## src/common/regulator_dropout_control_consts.svh

```systemverilog
/*
 * Offsets, bit positions and reset values for the regulator dropout
 * control block.
 * Assumes a 32-bit APB word per register, each register at four times
 * its index, and data in the low byte.
 */
// Functional notes
// - Software picks one of two regulator output levels, 2.1 V or 2.6 V.
// - Regulator is enabled after any reset; software may disable it later.
// - Dropout interrupt request raised while dropout holds and enable is set.
// - Dropout request has no latched pending flag; follows live condition.
// - Dropout interrupt priority held in its own extended priority bit.
// - Dropout status bit 0 clears by hardware once dropout ends.
// - Bit 7 of regulator control disables regulator; resets to 0.
// - Bit 4 selects level, 0 is 2.1 V, 1 is 2.6 V; resets to 1.
// - Bit 0 read-only, reads 1 in or near dropout, else 0.
`ifndef REGULATOR_DROPOUT_CONTROL_CONSTS_SVH
`define REGULATOR_DROPOUT_CONTROL_CONSTS_SVH

// ----------------------------------------------------------------------
// Register indices (byte address is four times the index)
// ----------------------------------------------------------------------
`define RDC_IDX_REG_CTRL 8'hC9
`define RDC_IDX_EXT_IRQ_EN2 8'hCA
`define RDC_IDX_EXT_IRQ_PRIO2 8'hCB
`define RDC_IDX_EVT_STATUS 8'hCC
`define RDC_IDX_EVT_MASK 8'hCD

// ----------------------------------------------------------------------
// Field positions
// ----------------------------------------------------------------------
`define RDC_BIT_REG_OFF 7
`define RDC_BIT_LEVEL_SEL 4
`define RDC_BIT_DROPOUT 0
`define RDC_BIT_DROP_IRQ_EN 0
`define RDC_BIT_DROP_IRQ_PRIO 0
`define RDC_BIT_EVT_ENTERED 0
`define RDC_BIT_EVT_ENDED 1

// ----------------------------------------------------------------------
// Reset values
// ----------------------------------------------------------------------
`define RDC_RST_REG_OFF 1'b0
`define RDC_RST_LEVEL_SEL 1'b1
`define RDC_RST_DROP_IRQ_EN 1'b0
`define RDC_RST_DROP_IRQ_PRIO 1'b0
`define RDC_RST_EVT 2'h0

`endif

```

## src/common/regulator_dropout_control_pkg.sv

```systemverilog
/*
 * Types shared by the regulator dropout control block.
 * Assumes nothing of its surroundings beyond the constants header.
 */
package regulator_dropout_control_pkg;

    // ------------------------------------------------------------------
    // Regulator controls driven to the analog block
    // ------------------------------------------------------------------
    typedef struct packed {
        logic regulator_off;
        logic output_level_select;
    } reg_ctrl_s;

    // ------------------------------------------------------------------
    // Sticky dropout events, bit order matches status and mask
    // ------------------------------------------------------------------
    typedef struct packed {
        logic ended;
        logic entered;
    } drop_evt_s;

    // ------------------------------------------------------------------
    // Bus answer registered in the setup cycle
    // ------------------------------------------------------------------
    typedef struct packed {
        logic [31:0] rdata;
        logic ready;
        logic slverr;
    } apb_rsp_s;

endpackage

```

## src/level_sync2.sv

```systemverilog
/*
 * Two flip-flop synchroniser for slow levels.
 * Assumes the input changes far slower than the clock; only the second
 * stage may be read by other logic.
 */
`timescale 1ns/10ps
module level_sync2 #(
    parameter int WIDTH = 1
) (
    // Clock and reset
    input wire logic pclk,
    input wire logic presetn,
    // Level in and out
    input wire logic [WIDTH-1:0] level_async,
    output logic [WIDTH-1:0] level_sync
);

    logic [WIDTH-1:0] meta_q;
    logic [WIDTH-1:0] meta_d;
    logic [WIDTH-1:0] sync_q;
    logic [WIDTH-1:0] sync_d;

    // Next values of both stages
    always_comb begin
        meta_d = level_async;
        sync_d = meta_q;
    end

    // First stage feeds only the second
    always_ff @(posedge pclk or negedge presetn) begin
        if (!presetn) begin
            meta_q <= '0;
            sync_q <= '0;
        end else begin
            meta_q <= meta_d;
            sync_q <= sync_d;
        end
    end

    assign level_sync = sync_q;

endmodule

```

## src/regulator_dropout_control.sv

```systemverilog
/*
 * Register control around the core voltage regulator: enable, output
 * level select, dropout status, dropout interrupt request and priority,
 * plus sticky dropout events behind a mask on one interrupt line.
 * Assumes an APB master on pclk, and an analog dropout comparator level
 * that is asynchronous to pclk.
 */
// Our own choices: the register addresses and the APB interface to the registers.
`timescale 1ns/10ps
`include "regulator_dropout_control_consts.svh"

module regulator_dropout_control #(
    parameter int ADDR_W = 12
) (
    // Clock and reset
    input wire logic pclk,
    input wire logic presetn,
    // APB slave
    input wire logic psel,
    input wire logic penable,
    input wire logic pwrite,
    input wire logic [ADDR_W-1:0] paddr,
    input wire logic [31:0] pwdata,
    output logic [31:0] prdata,
    output logic pready,
    output logic pslverr,
    // Analog regulator
    input wire logic dropout_raw,
    output regulator_dropout_control_pkg::reg_ctrl_s reg_ctrl,
    // Interrupt controller
    output logic dropout_irq_req,
    output logic dropout_irq_priority,
    output logic irq
);

    import regulator_dropout_control_pkg::*;

    // ------------------------------------------------------------------
    // Address decode
    // ------------------------------------------------------------------

    // Word hit on a register index; misaligned addresses never hit
    function automatic logic idx_hit(
        input logic [ADDR_W-1:0] addr,
        input logic [7:0] idx
    );
        logic [ADDR_W-3:0] want;
        want = (ADDR_W-2)'(idx);
        return (addr[ADDR_W-1:2] == want) && (addr[1:0] == 2'b00);
    endfunction

    // ------------------------------------------------------------------
    // Declarations
    // ------------------------------------------------------------------
    logic drop_sync;
    logic drop_prev_q;
    logic drop_prev_d;
    reg_ctrl_s ctrl_q;
    reg_ctrl_s ctrl_d;
    logic irq_en_q;
    logic irq_en_d;
    logic irq_prio_q;
    logic irq_prio_d;
    drop_evt_s evt_q;
    drop_evt_s evt_d;
    drop_evt_s mask_q;
    drop_evt_s mask_d;
    drop_evt_s evt_set;
    drop_evt_s evt_clr;
    apb_rsp_s rsp_q;
    apb_rsp_s rsp_d;
    logic drop_req_q;
    logic drop_req_d;
    logic irq_q;
    logic irq_d;
    logic setup;
    logic wr_en;
    logic hit_ctrl;
    logic hit_en;
    logic hit_prio;
    logic hit_evt;
    logic hit_mask;
    logic hit_any;

    // ------------------------------------------------------------------
    // Dropout level crossing
    // ------------------------------------------------------------------

    // Comparator output is analog-timed, so it is retimed first
    level_sync2 #(
        .WIDTH(1)
    ) u_drop_sync (
        .pclk(pclk),
        .presetn(presetn),
        .level_async(dropout_raw),
        .level_sync(drop_sync)
    );

    // ------------------------------------------------------------------
    // Bus phase decode
    // ------------------------------------------------------------------

    // Writes land only at the edge that completes the access
    always_comb begin
        setup = psel && !penable;
        wr_en = psel && penable && pwrite && rsp_q.ready;
        hit_ctrl = idx_hit(paddr, `RDC_IDX_REG_CTRL);
        hit_en = idx_hit(paddr, `RDC_IDX_EXT_IRQ_EN2);
        hit_prio = idx_hit(paddr, `RDC_IDX_EXT_IRQ_PRIO2);
        hit_evt = idx_hit(paddr, `RDC_IDX_EVT_STATUS);
        hit_mask = idx_hit(paddr, `RDC_IDX_EVT_MASK);
        hit_any = hit_ctrl || hit_en || hit_prio || hit_evt || hit_mask;
    end

    // ------------------------------------------------------------------
    // Bus answer
    // ------------------------------------------------------------------

    // Answer is built in setup so pready can come from a flop; the
    // price is one fixed wait state-free access of two cycles
    always_comb begin
        rsp_d = '0;
        if (setup) begin
            rsp_d.ready = 1'b1;
            rsp_d.slverr = !hit_any;
            if (!pwrite) begin
                if (hit_ctrl) begin
                    rsp_d.rdata[`RDC_BIT_REG_OFF] = ctrl_q.regulator_off;
                    rsp_d.rdata[`RDC_BIT_LEVEL_SEL] =
                        ctrl_q.output_level_select;
                    rsp_d.rdata[`RDC_BIT_DROPOUT] = drop_sync;
                end
                if (hit_en) begin
                    rsp_d.rdata[`RDC_BIT_DROP_IRQ_EN] = irq_en_q;
                end
                if (hit_prio) begin
                    rsp_d.rdata[`RDC_BIT_DROP_IRQ_PRIO] = irq_prio_q;
                end
                if (hit_evt) begin
                    rsp_d.rdata[1:0] = evt_q;
                end
                if (hit_mask) begin
                    rsp_d.rdata[1:0] = mask_q;
                end
            end
        end
    end

    always_ff @(posedge pclk or negedge presetn) begin
        if (!presetn) begin
            rsp_q <= '0;
        end else begin
            rsp_q <= rsp_d;
        end
    end

    // ------------------------------------------------------------------
    // Regulator and interrupt configuration
    // ------------------------------------------------------------------

    // Bit 6 reads zero and is not stored; other bits are don't-care
    always_comb begin
        ctrl_d = ctrl_q;
        irq_en_d = irq_en_q;
        irq_prio_d = irq_prio_q;
        mask_d = mask_q;
        if (wr_en && hit_ctrl) begin
            ctrl_d.regulator_off = pwdata[`RDC_BIT_REG_OFF];
            ctrl_d.output_level_select =
                pwdata[`RDC_BIT_LEVEL_SEL];
        end
        if (wr_en && hit_en) begin
            // Software may drop this in service and restore it later
            irq_en_d = pwdata[`RDC_BIT_DROP_IRQ_EN];
        end
        if (wr_en && hit_prio) begin
            irq_prio_d = pwdata[`RDC_BIT_DROP_IRQ_PRIO];
        end
        if (wr_en && hit_mask) begin
            mask_d = pwdata[1:0];
        end
    end

    // Regulator comes up enabled at the upper level
    always_ff @(posedge pclk or negedge presetn) begin
        if (!presetn) begin
            ctrl_q.regulator_off <= `RDC_RST_REG_OFF;
            ctrl_q.output_level_select <= `RDC_RST_LEVEL_SEL;
            irq_en_q <= `RDC_RST_DROP_IRQ_EN;
            irq_prio_q <= `RDC_RST_DROP_IRQ_PRIO;
            mask_q <= `RDC_RST_EVT;
        end else begin
            ctrl_q <= ctrl_d;
            irq_en_q <= irq_en_d;
            irq_prio_q <= irq_prio_d;
            mask_q <= mask_d;
        end
    end

    // ------------------------------------------------------------------
    // Dropout events and requests
    // ------------------------------------------------------------------

    // Edges of the retimed level; set beats a write-one clear
    always_comb begin
        drop_prev_d = drop_sync;
        evt_set.entered = drop_sync && !drop_prev_q;
        evt_set.ended = !drop_sync && drop_prev_q;
        evt_clr = '0;
        if (wr_en && hit_evt) begin
            evt_clr = pwdata[1:0];
        end
        evt_d = (evt_q & ~evt_clr) | evt_set;
        // Live request, nothing latched, so it ends with the dropout
        drop_req_d = drop_sync && irq_en_q;
        irq_d = |(evt_d & mask_q);
    end

    always_ff @(posedge pclk or negedge presetn) begin
        if (!presetn) begin
            drop_prev_q <= 1'b0;
            evt_q <= `RDC_RST_EVT;
            drop_req_q <= 1'b0;
            irq_q <= 1'b0;
        end else begin
            drop_prev_q <= drop_prev_d;
            evt_q <= evt_d;
            drop_req_q <= drop_req_d;
            irq_q <= irq_d;
        end
    end

    // ------------------------------------------------------------------
    // Outputs, each straight from a flop
    // ------------------------------------------------------------------
    assign prdata = rsp_q.rdata;
    assign pready = rsp_q.ready;
    assign pslverr = rsp_q.slverr;
    assign reg_ctrl = ctrl_q;
    assign dropout_irq_req = drop_req_q;
    assign dropout_irq_priority = irq_prio_q;
    assign irq = irq_q;

endmodule

```

## config.mk

```make
export PLATFORM = sky130hd
export DESIGN_NAME = regulator_dropout_control
export DESIGN_NICKNAME = d
export VERILOG_FILES = /design/src/common/regulator_dropout_control_pkg.sv /design/src/level_sync2.sv /design/src/regulator_dropout_control.sv
export VERILOG_INCLUDE_DIRS = /design/src /design/src/common
export SDC_FILE = /design/constraint.sdc
export NUM_CORES = 1
export LEC_CHECK = 0
export BUFFER_PORTS_ARGS = -buffer_cell sky130_fd_sc_hd__buf_4
export CORE_UTILIZATION = 28
export CTS_BUF_LIST = sky130_fd_sc_hd__clkbuf_4
export DETAILED_ROUTE_END_ITERATION = 8
export GPL_TIMING_DRIVEN = 0
export PLACE_DENSITY = 0.68
export REMOVE_ABC_BUFFERS = 1
export SYNTH_ARGS = -nofsm -noshare
export SYNTH_HDL_FRONTEND = slang
export SYNTH_SLANG_ARGS = --single-unit
```

## constraint.sdc

```tcl
create_clock -name pclk -period 3.37 [get_ports pclk]
set_clock_uncertainty 0.05 [all_clocks]
set_input_delay 0.337 -clock pclk [delete_from_list [all_inputs] [get_ports pclk]]
set_output_delay 0.337 -clock pclk [all_outputs]
set_load 0.05 [all_outputs]
```

==> metrics.md, run 1 <==
| Metric | Value |
|---|---|
| CTS HTree Levels | `1` |
| Setup Buffers After CTS | `0` |
| DP Wirelength | `between 1500 and 2000 um` |
| Cells after synthesis | `around 110` |
| Pins over their slew limit | `0` |
| Worst EP arrival | `approximately 1.7 ns` |
| Synth Area in Adders | `0` |
| Slowest cell delay on critical path | `around 0.36 ns` |
| Cts bufs inserted | `3` |
| Hold Crit Depth | `1` |
| Hold Crit Class | `in2reg` |
| Row Count | `22` |
| Vias post-DR | `767` |
| CP Launch Type | `register` |
| Chip Height | `~65 um` |
| Die area | `approximately 0.0042 sq mm` |
| Fmax | `around 620 MHz` |
| PD cells | `between 300 and 400 mW/mm^2` |
| Crit share post-route | `0.477` |
| Final WL | `1900 um` |
| Total GRT Usage | `0.0947` |
| ANT cells | `0` |
| Largest net degree at the start of global routing | `20` |
| Static leakage | `approximately 0.65 nW` |
| Setup crit end kind | `register` |
| #FFs+latches synth | `19` |
| Core Region | `about 0.0037 sq mm` |
| Area grow syn2layout | `20.3%` |
| Placement Cell Area | `0.00128 sq mm` |
| Mux cell area share after synthesis | `0.0796` |
| Peak VDD IR | `around 130 uV` |
| Largest buffer count on any clock path | `2` |
| Min cycle time layout | `~1.6 ns` |
| Final setup fails | `0` |
| Register area share after synthesis | `0.433` |
| CP max stage cell | `dfrtp_1` |
| Critical Path RT | `approximately 3.5 ns` |
| RSZ-0062 raised after global routing | `no` |
| Starting Density | `0.296` |
| Post-synthesis xor/xnor area fraction | `0` |
| Outcome | `finished clean` |
| Design Area, Final | `0.00132 sq mm` |
| Synth Area in Compound Gates | `0.0569` |
| Commonest non-fill, non-tap cells in the layout | `buf_4 (32), conb_1 (28), dfrtp_1 (18)` |
| Wire per inst | `just over 10 um` |
| DR DRC count | `0` |
| Post-Synth Simple-Gate Area | `0.221` |
| Avg Vias per Cell | `approximately 4` |
| Clock latency on the worst-skew pair | `around 0.3 ns` |
| DRT Pass-1 Iters | `2` |
| Die X | `approximately 65 um` |
| Yosys cell types | `31` |
| First-pass GRT wire length | `just over 3000 um` |
| Ratio of cells with drive above 1 in the final layout | `0.350` |
| CP max FO | `4` |
| CTS root buf | `clkbuf_4` |
| Yosys Warn Count | `0` |
| Worst-path clk slew | `roughly 0.11 ns` |
| Total gr overflow | `0` |
| Buffers on Ports | `32` |
| IO Count | `89` |
| R2R cell count | `4` |
| Post-Route Setup TNS | `0 ns` |
| Final Hold Vio Count | `0` |
| DRT antenna net count | `0` |
| CP Cell Sequence | `and4_1, nand4_2, and4bb_2, mux2_2` |
| Critical path class | `reg2reg` |
| Final net count | `between 150 and 200` |
| Maxcap violations | `0` |
| Commonest non-fill, non-tap cell in the layout | `buf_4` |
| Initial detailed-routing violation count | `10` |
| Mean Syn Cell Area | `just over 10 sq um` |
| Largest family of logic cells by synthesized area | `simple AND/OR/NAND/NOR gates` |
| Vias in the first global route | `just under 700` |
| Post-Synthesis Cell Area | `between 0.001 and 0.0015 sq mm` |
| GP Congestion | `0.760` |
| TritonCTS clock tree | `built` |
| Initial antenna violation count | `0` |
| Clock Sink Count | `19` |
sequential cells by signal (all words and copies together), names as in the netlist:
| signal | count |
|---|---|
| drop_prev_q | 1 |
| u_drop_sync.level_sync | 1 |
| pready | 1 |
| reg_ctrl | 2 |
| irq | 1 |
| pslverr | 1 |
| dropout_irq_priority | 1 |
| mask_q | 2 |
| evt_q | 2 |
| prdata | 4 |
| u_drop_sync.meta_q | 1 |
| irq_en_q | 1 |
| dropout_irq_req | 1 |
synthesized netlist by cell type (all sizes together):
library cell / instances / area (sq um)
a211oi: 1 / 7.51
a21oi: 2 / 10.0
a31oi: 2 / 12.5
and2: 4 / 25.0
and4: 1 / 8.76
and4bb: 2 / 25.0
buf: 29 / 215
clkbuf: 1 / 3.75
conb: 1 / 3.75
dfrtp: 18 / 450
dfstp: 1 / 26.3
inv: 2 / 7.51
mux2: 6 / 67.6
mux2i: 2 / 20.0
nand2: 1 / 3.75
nand2b: 1 / 6.26
nand3: 1 / 5.00
nand3b: 1 / 7.51
nand4: 3 / 25.0
nor2: 7 / 26.3
nor2b: 6 / 37.5
nor3: 4 / 20.0
nor3b: 1 / 7.51
nor4: 1 / 21.3
nor4b: 1 / 15.0
o211ai: 1 / 7.51
o21ai: 5 / 25.0
or3b: 1 / 8.76
logic make-up after synthesis:
group | Yosys count
DFF | 19
muxes | 8
and+or+nand+nor | 35
AOI/OAI and AO/OA | 11
buffers and inverters | 32
other | 1
final cells by class:
class                      count  area, sq um
fill                         395         2390
sequential                    19          477
multi-input combinational     82          498
clock buffer                   4         30.0
inverter                       2         7.51
timing repair buffer          33          250
tap                           48         60.1
path summary, 6_finish.rpt:
kind	from	end	slack [ns]
max in group asynchronous	presetn	reg_ctrl[0]	2.62
worst min-delay path	dropout_raw	u_drop_sync.meta_q	0.09
worst max register to register	pready	dropout_irq_priority	1.76
min in group asynchronous	presetn	irq_en_q	0.37
worst max-delay path	pready	dropout_irq_priority	1.76
worst min register to register	u_drop_sync.meta_q	u_drop_sync.level_sync	0.31
worst max-delay path, delay by kind of cell, from the launching register on:
kind	cells	cell delay (ns)
flip-flops	1	0.36
multiplexers	1	0.33
AND/OR/NAND/NOR	3	0.76
repair_timing:
item                                   in CTS  in global routing
gates resized for setup                     0                  0
endpoints found under the hold margin      18                  0
setup endpoints to repair                   0                  0
hold buffers                                1                  0
through the flow:
step	setup WS [ns]	power [mW]	cells	hold slack (ns)	utilization
after floorplan	1.54	0.319	103	-0.00859	-
after global placement	1.51	0.352	183	0.175	0.345
after detailed placement	1.47	0.353	183	0.179	0.345
after CTS	1.76	0.481	188	0.0801	0.356
after global routing	1.72	0.498	188	0.0630	0.356
final	1.76	0.475	188	0.0935	0.356
routing by layer:
metal,up-vias,global-route usage,wire length [um]
met1,355,0.106,786
met5,-,0,0
met3,2,0.0317,124
met4,0,0.0250,12
li1,372,-,-
met2,38,0.170,978
power breakdown:
group	internal (mW)	total (mW)	switching, mW
sequential	0.231	0.232	0.00147
clock	0.0542	0.125	0.0711
combinational	0.0245	0.117	0.0928
total	0.310	0.475	0.165
(Power assumes the default switching activity.)
==> run 2, diff against run 1 <==
==> constraint.sdc (replaced) <==
create_clock -name pclk -period 1.56 [get_ports pclk]
set_clock_uncertainty 0.05 [all_clocks]
set_input_delay 0.156 -clock pclk [delete_from_list [all_inputs] [get_ports pclk]]
set_output_delay 0.156 -clock pclk [all_outputs]
set_load 0.05 [all_outputs]
==> run 2 against run 1 <==
Effect of this change: sequential share of layout area is 1.2 points lower; sequential power increased by 120%; count of clock-buffer cells in the layout did not move; critical path depth unchanged; global-route usage increased by 0.30 points; critical path type unchanged; routed wire length is 4.0% higher; worst hold slack lost 0.075 ns; first-iteration DRC count shrank 10%; critical endpoint unchanged; worst setup slack got worse by 1.7 ns; flip-flop and latch count is the same; final cell count grew 1.6%; via count is 1.3% higher.
==> metrics.md, run 2 (synthesis gave the netlist of run 1 again) <==
| Metric | Value |
|---|---|
| Outcome | `finished clean` |
| Clock Sink Count | `19 (unchanged)` |
| Final setup fails | `0 (unchanged)` |
| Fmax | `656 MHz (+5.5%)` |
| Setup crit end kind | `register` |
| Largest buffer count on any clock path | `2 (unchanged)` |
| Worst-path clk slew | `0.11 ns (about the same)` |
| TritonCTS clock tree | `built` |
| Crit share post-route | `0.977 (+0.500)` |
| Cts bufs inserted | `3 (unchanged)` |
| DR DRC count | `0 (unchanged)` |
| Hold Slack | `0.0189 ns (-0.0746 ns)` |
| Area grow syn2layout | `24.3%` |
| Post-layout util | `0.368 (+0.0121)` |
| PD cells | `757 mW/mm^2 (+110%)` |
| RSZ-0062 raised after global routing | `yes` |
| Avg Vias per Cell | `4.07 (-0.29%)` |
| Row Count | `22 (unchanged)` |
| Sw Ratio | `0.349 (+0.000491)` |
| Largest net degree at the start of global routing | `20 (unchanged)` |
| Min cycle time layout | `1.52 ns (-0.0835 ns)` |
| Total GRT Usage | `0.0977 (+0.00298)` |
| Design Area, Final | `0.00137 sq mm (+3.4%)` |
| Critical path class | `reg2reg` |
| Total gr overflow | `0 (unchanged)` |
| Commonest non-fill, non-tap cells in the layout | `buf_4 (32), conb_1 (28), dfrtp_1 (18)` |
| Static leakage | `0.669 nW (+2.2%)` |
| Clock latency on the worst-skew pair | `0.30 ns (about the same)` |
| Die X | `64.7 um (unchanged)` |
| Combinational share of power | `0.253 (+0.006)` |
| Wire per inst | `10.4 um (+2.4%)` |
| Buffers on Ports | `32 (unchanged)` |
| Hold Crit Class | `in2reg` |
| First-pass GRT wire length | `3130 um (+3.4%)` |
| CP Launch Type | `register` |
| Setup Buffers After CTS | `0 (unchanged)` |
| Total power | `1.04 mW (+120%)` |
| Seq pwr share | `0.485 (-0.004)` |
| Non-filler cells, final | `191 (+1.6%)` |
| Final Hold Vio Count | `0 (unchanged)` |
| DRT Pass-1 Iters | `2 (unchanged)` |
| IO Count | `89 (unchanged)` |
| Ratio of cells with drive above 1 in the final layout | `0.350 (about the same)` |
| CP max FO | `4 (unchanged)` |
| Commonest non-fill, non-tap cell in the layout | `buf_4` |
| Placement Cell Area | `0.00128 sq mm (unchanged)` |
| DRT antenna net count | `0 (unchanged)` |
| Pins over their slew limit | `0 (unchanged)` |
| GP Congestion | `0.760 (unchanged)` |
| Vias in the first global route | `717 (+4.1%)` |
| Chip Height | `64.7 um (unchanged)` |
| Final net count | `194 (+1.6%)` |
| Core Region | `0.00372 sq mm (unchanged)` |
| ANT cells | `0 (unchanged)` |
| Initial detailed-routing violation count | `9 (-1)` |
| Sw power | `0.361 mW (+120%)` |
| Clock power frac | `0.262 (-0.002)` |
| DP Wirelength | `1530 um (unchanged)` |
| Max reg flops | `4 (unchanged)` |
| Maxcap violations | `0 (unchanged)` |
| CTS root buf | `clkbuf_4` |
| Cell-internal power | `0.674 mW (+120%)` |
| Final WL | `1980 um (+4.0%)` |
| Worst EP arrival | `1.66 ns (-0.08 ns)` |
| Die area | `0.00418 sq mm (unchanged)` |
| Vias post-DR | `777 (+1.3%)` |
| Starting Density | `0.296 (unchanged)` |
| CTS HTree Levels | `1 (unchanged)` |
| Peak VDD IR | `287 uV (+120%)` |
| DP Cell Count | `183 (unchanged)` |
| Critical Path RT | `1.70 ns (-1.81 ns)` |
| Initial antenna violation count | `0 (unchanged)` |
run 2: changes by cell type in the layout (fill, tap and decap cells not counted), sizes merged:
| cell | previous run | this run |
|---|---|---|
| dlygate4sd3 | 1 | 4 |
run 2: worst paths after layout:
kind	start	endpoint	slack, ns	depth (start not counted)
worst max-delay path	pready	dropout_irq_priority	0.04	4
worst min-delay path	pwdata[0]	evt_q[0]	0.02	2
worst max register to register	pready	dropout_irq_priority	0.04	4
worst min register to register	u_drop_sync.meta_q	u_drop_sync.level_sync	0.31	0
max in group asynchronous	presetn	reg_ctrl[0]	0.99	2
min in group asynchronous	presetn	irq_en_q	0.20	2
run 2: routing by layer:
layer	wire, um	global-route usage	vias to the layer above
met1	824	0.114	359
met3	125	0.0317	2
li1	-	-	378
met2	1020	0.171	38
met4	12	0.0250	0
met5	0	0	-
run 2: power by group through the flow:
| stage | Sequential (mW) | Combinational [mW] | Clock (mW) |
|---|---|---|---|
| after floorplan | 0.521 | 0.168 | 0 |
| after global placement | 0.511 | 0.250 | 0 |
| after detailed placement | 0.512 | 0.252 | 0 |
| after CTS | 0.502 | 0.262 | 0.283 |
| after global routing | 0.503 | 0.277 | 0.304 |
| final | 0.502 | 0.262 | 0.271 |
run 2: repair_timing:
| item | CTS | global route |
|---|---|---|
| pin swaps | 2 | 3 |
| resized for setup | 2 | 1 |
| endpoints found under the setup margin | 2 | 2 |
| hold endpoints to repair | 22 | 0 |
| hold buffers | 4 | 0 |
run 2: final cells by class:
cell class / instances / area (sq um)
sequential: 19 / 477
timing repair buffer: 36 / 280
fill: 390 / 2350
tap: 48 / 60.1
clock buffer: 4 / 30.0
multi-input combinational: 82 / 513
inverter: 2 / 7.51
run 2: metrics by stage:
step | worst slack (ns) | TNS [ns]
finish | 0.0364 | 0
CTS | 0.0102 | 0
floorplan | -0.268 | -1.01
detailed placement | -0.159 | -0.451
global placement | -0.115 | -0.272
global route | -0.0118 | -0.0134
run 2: worst max-delay path, cell delays in order (launching register included):
cell,delay [ns]
dfrtp_1,0.36
and4_4,0.24
nand4_4,0.10
and4bb_2,0.35
mux2_4,0.30
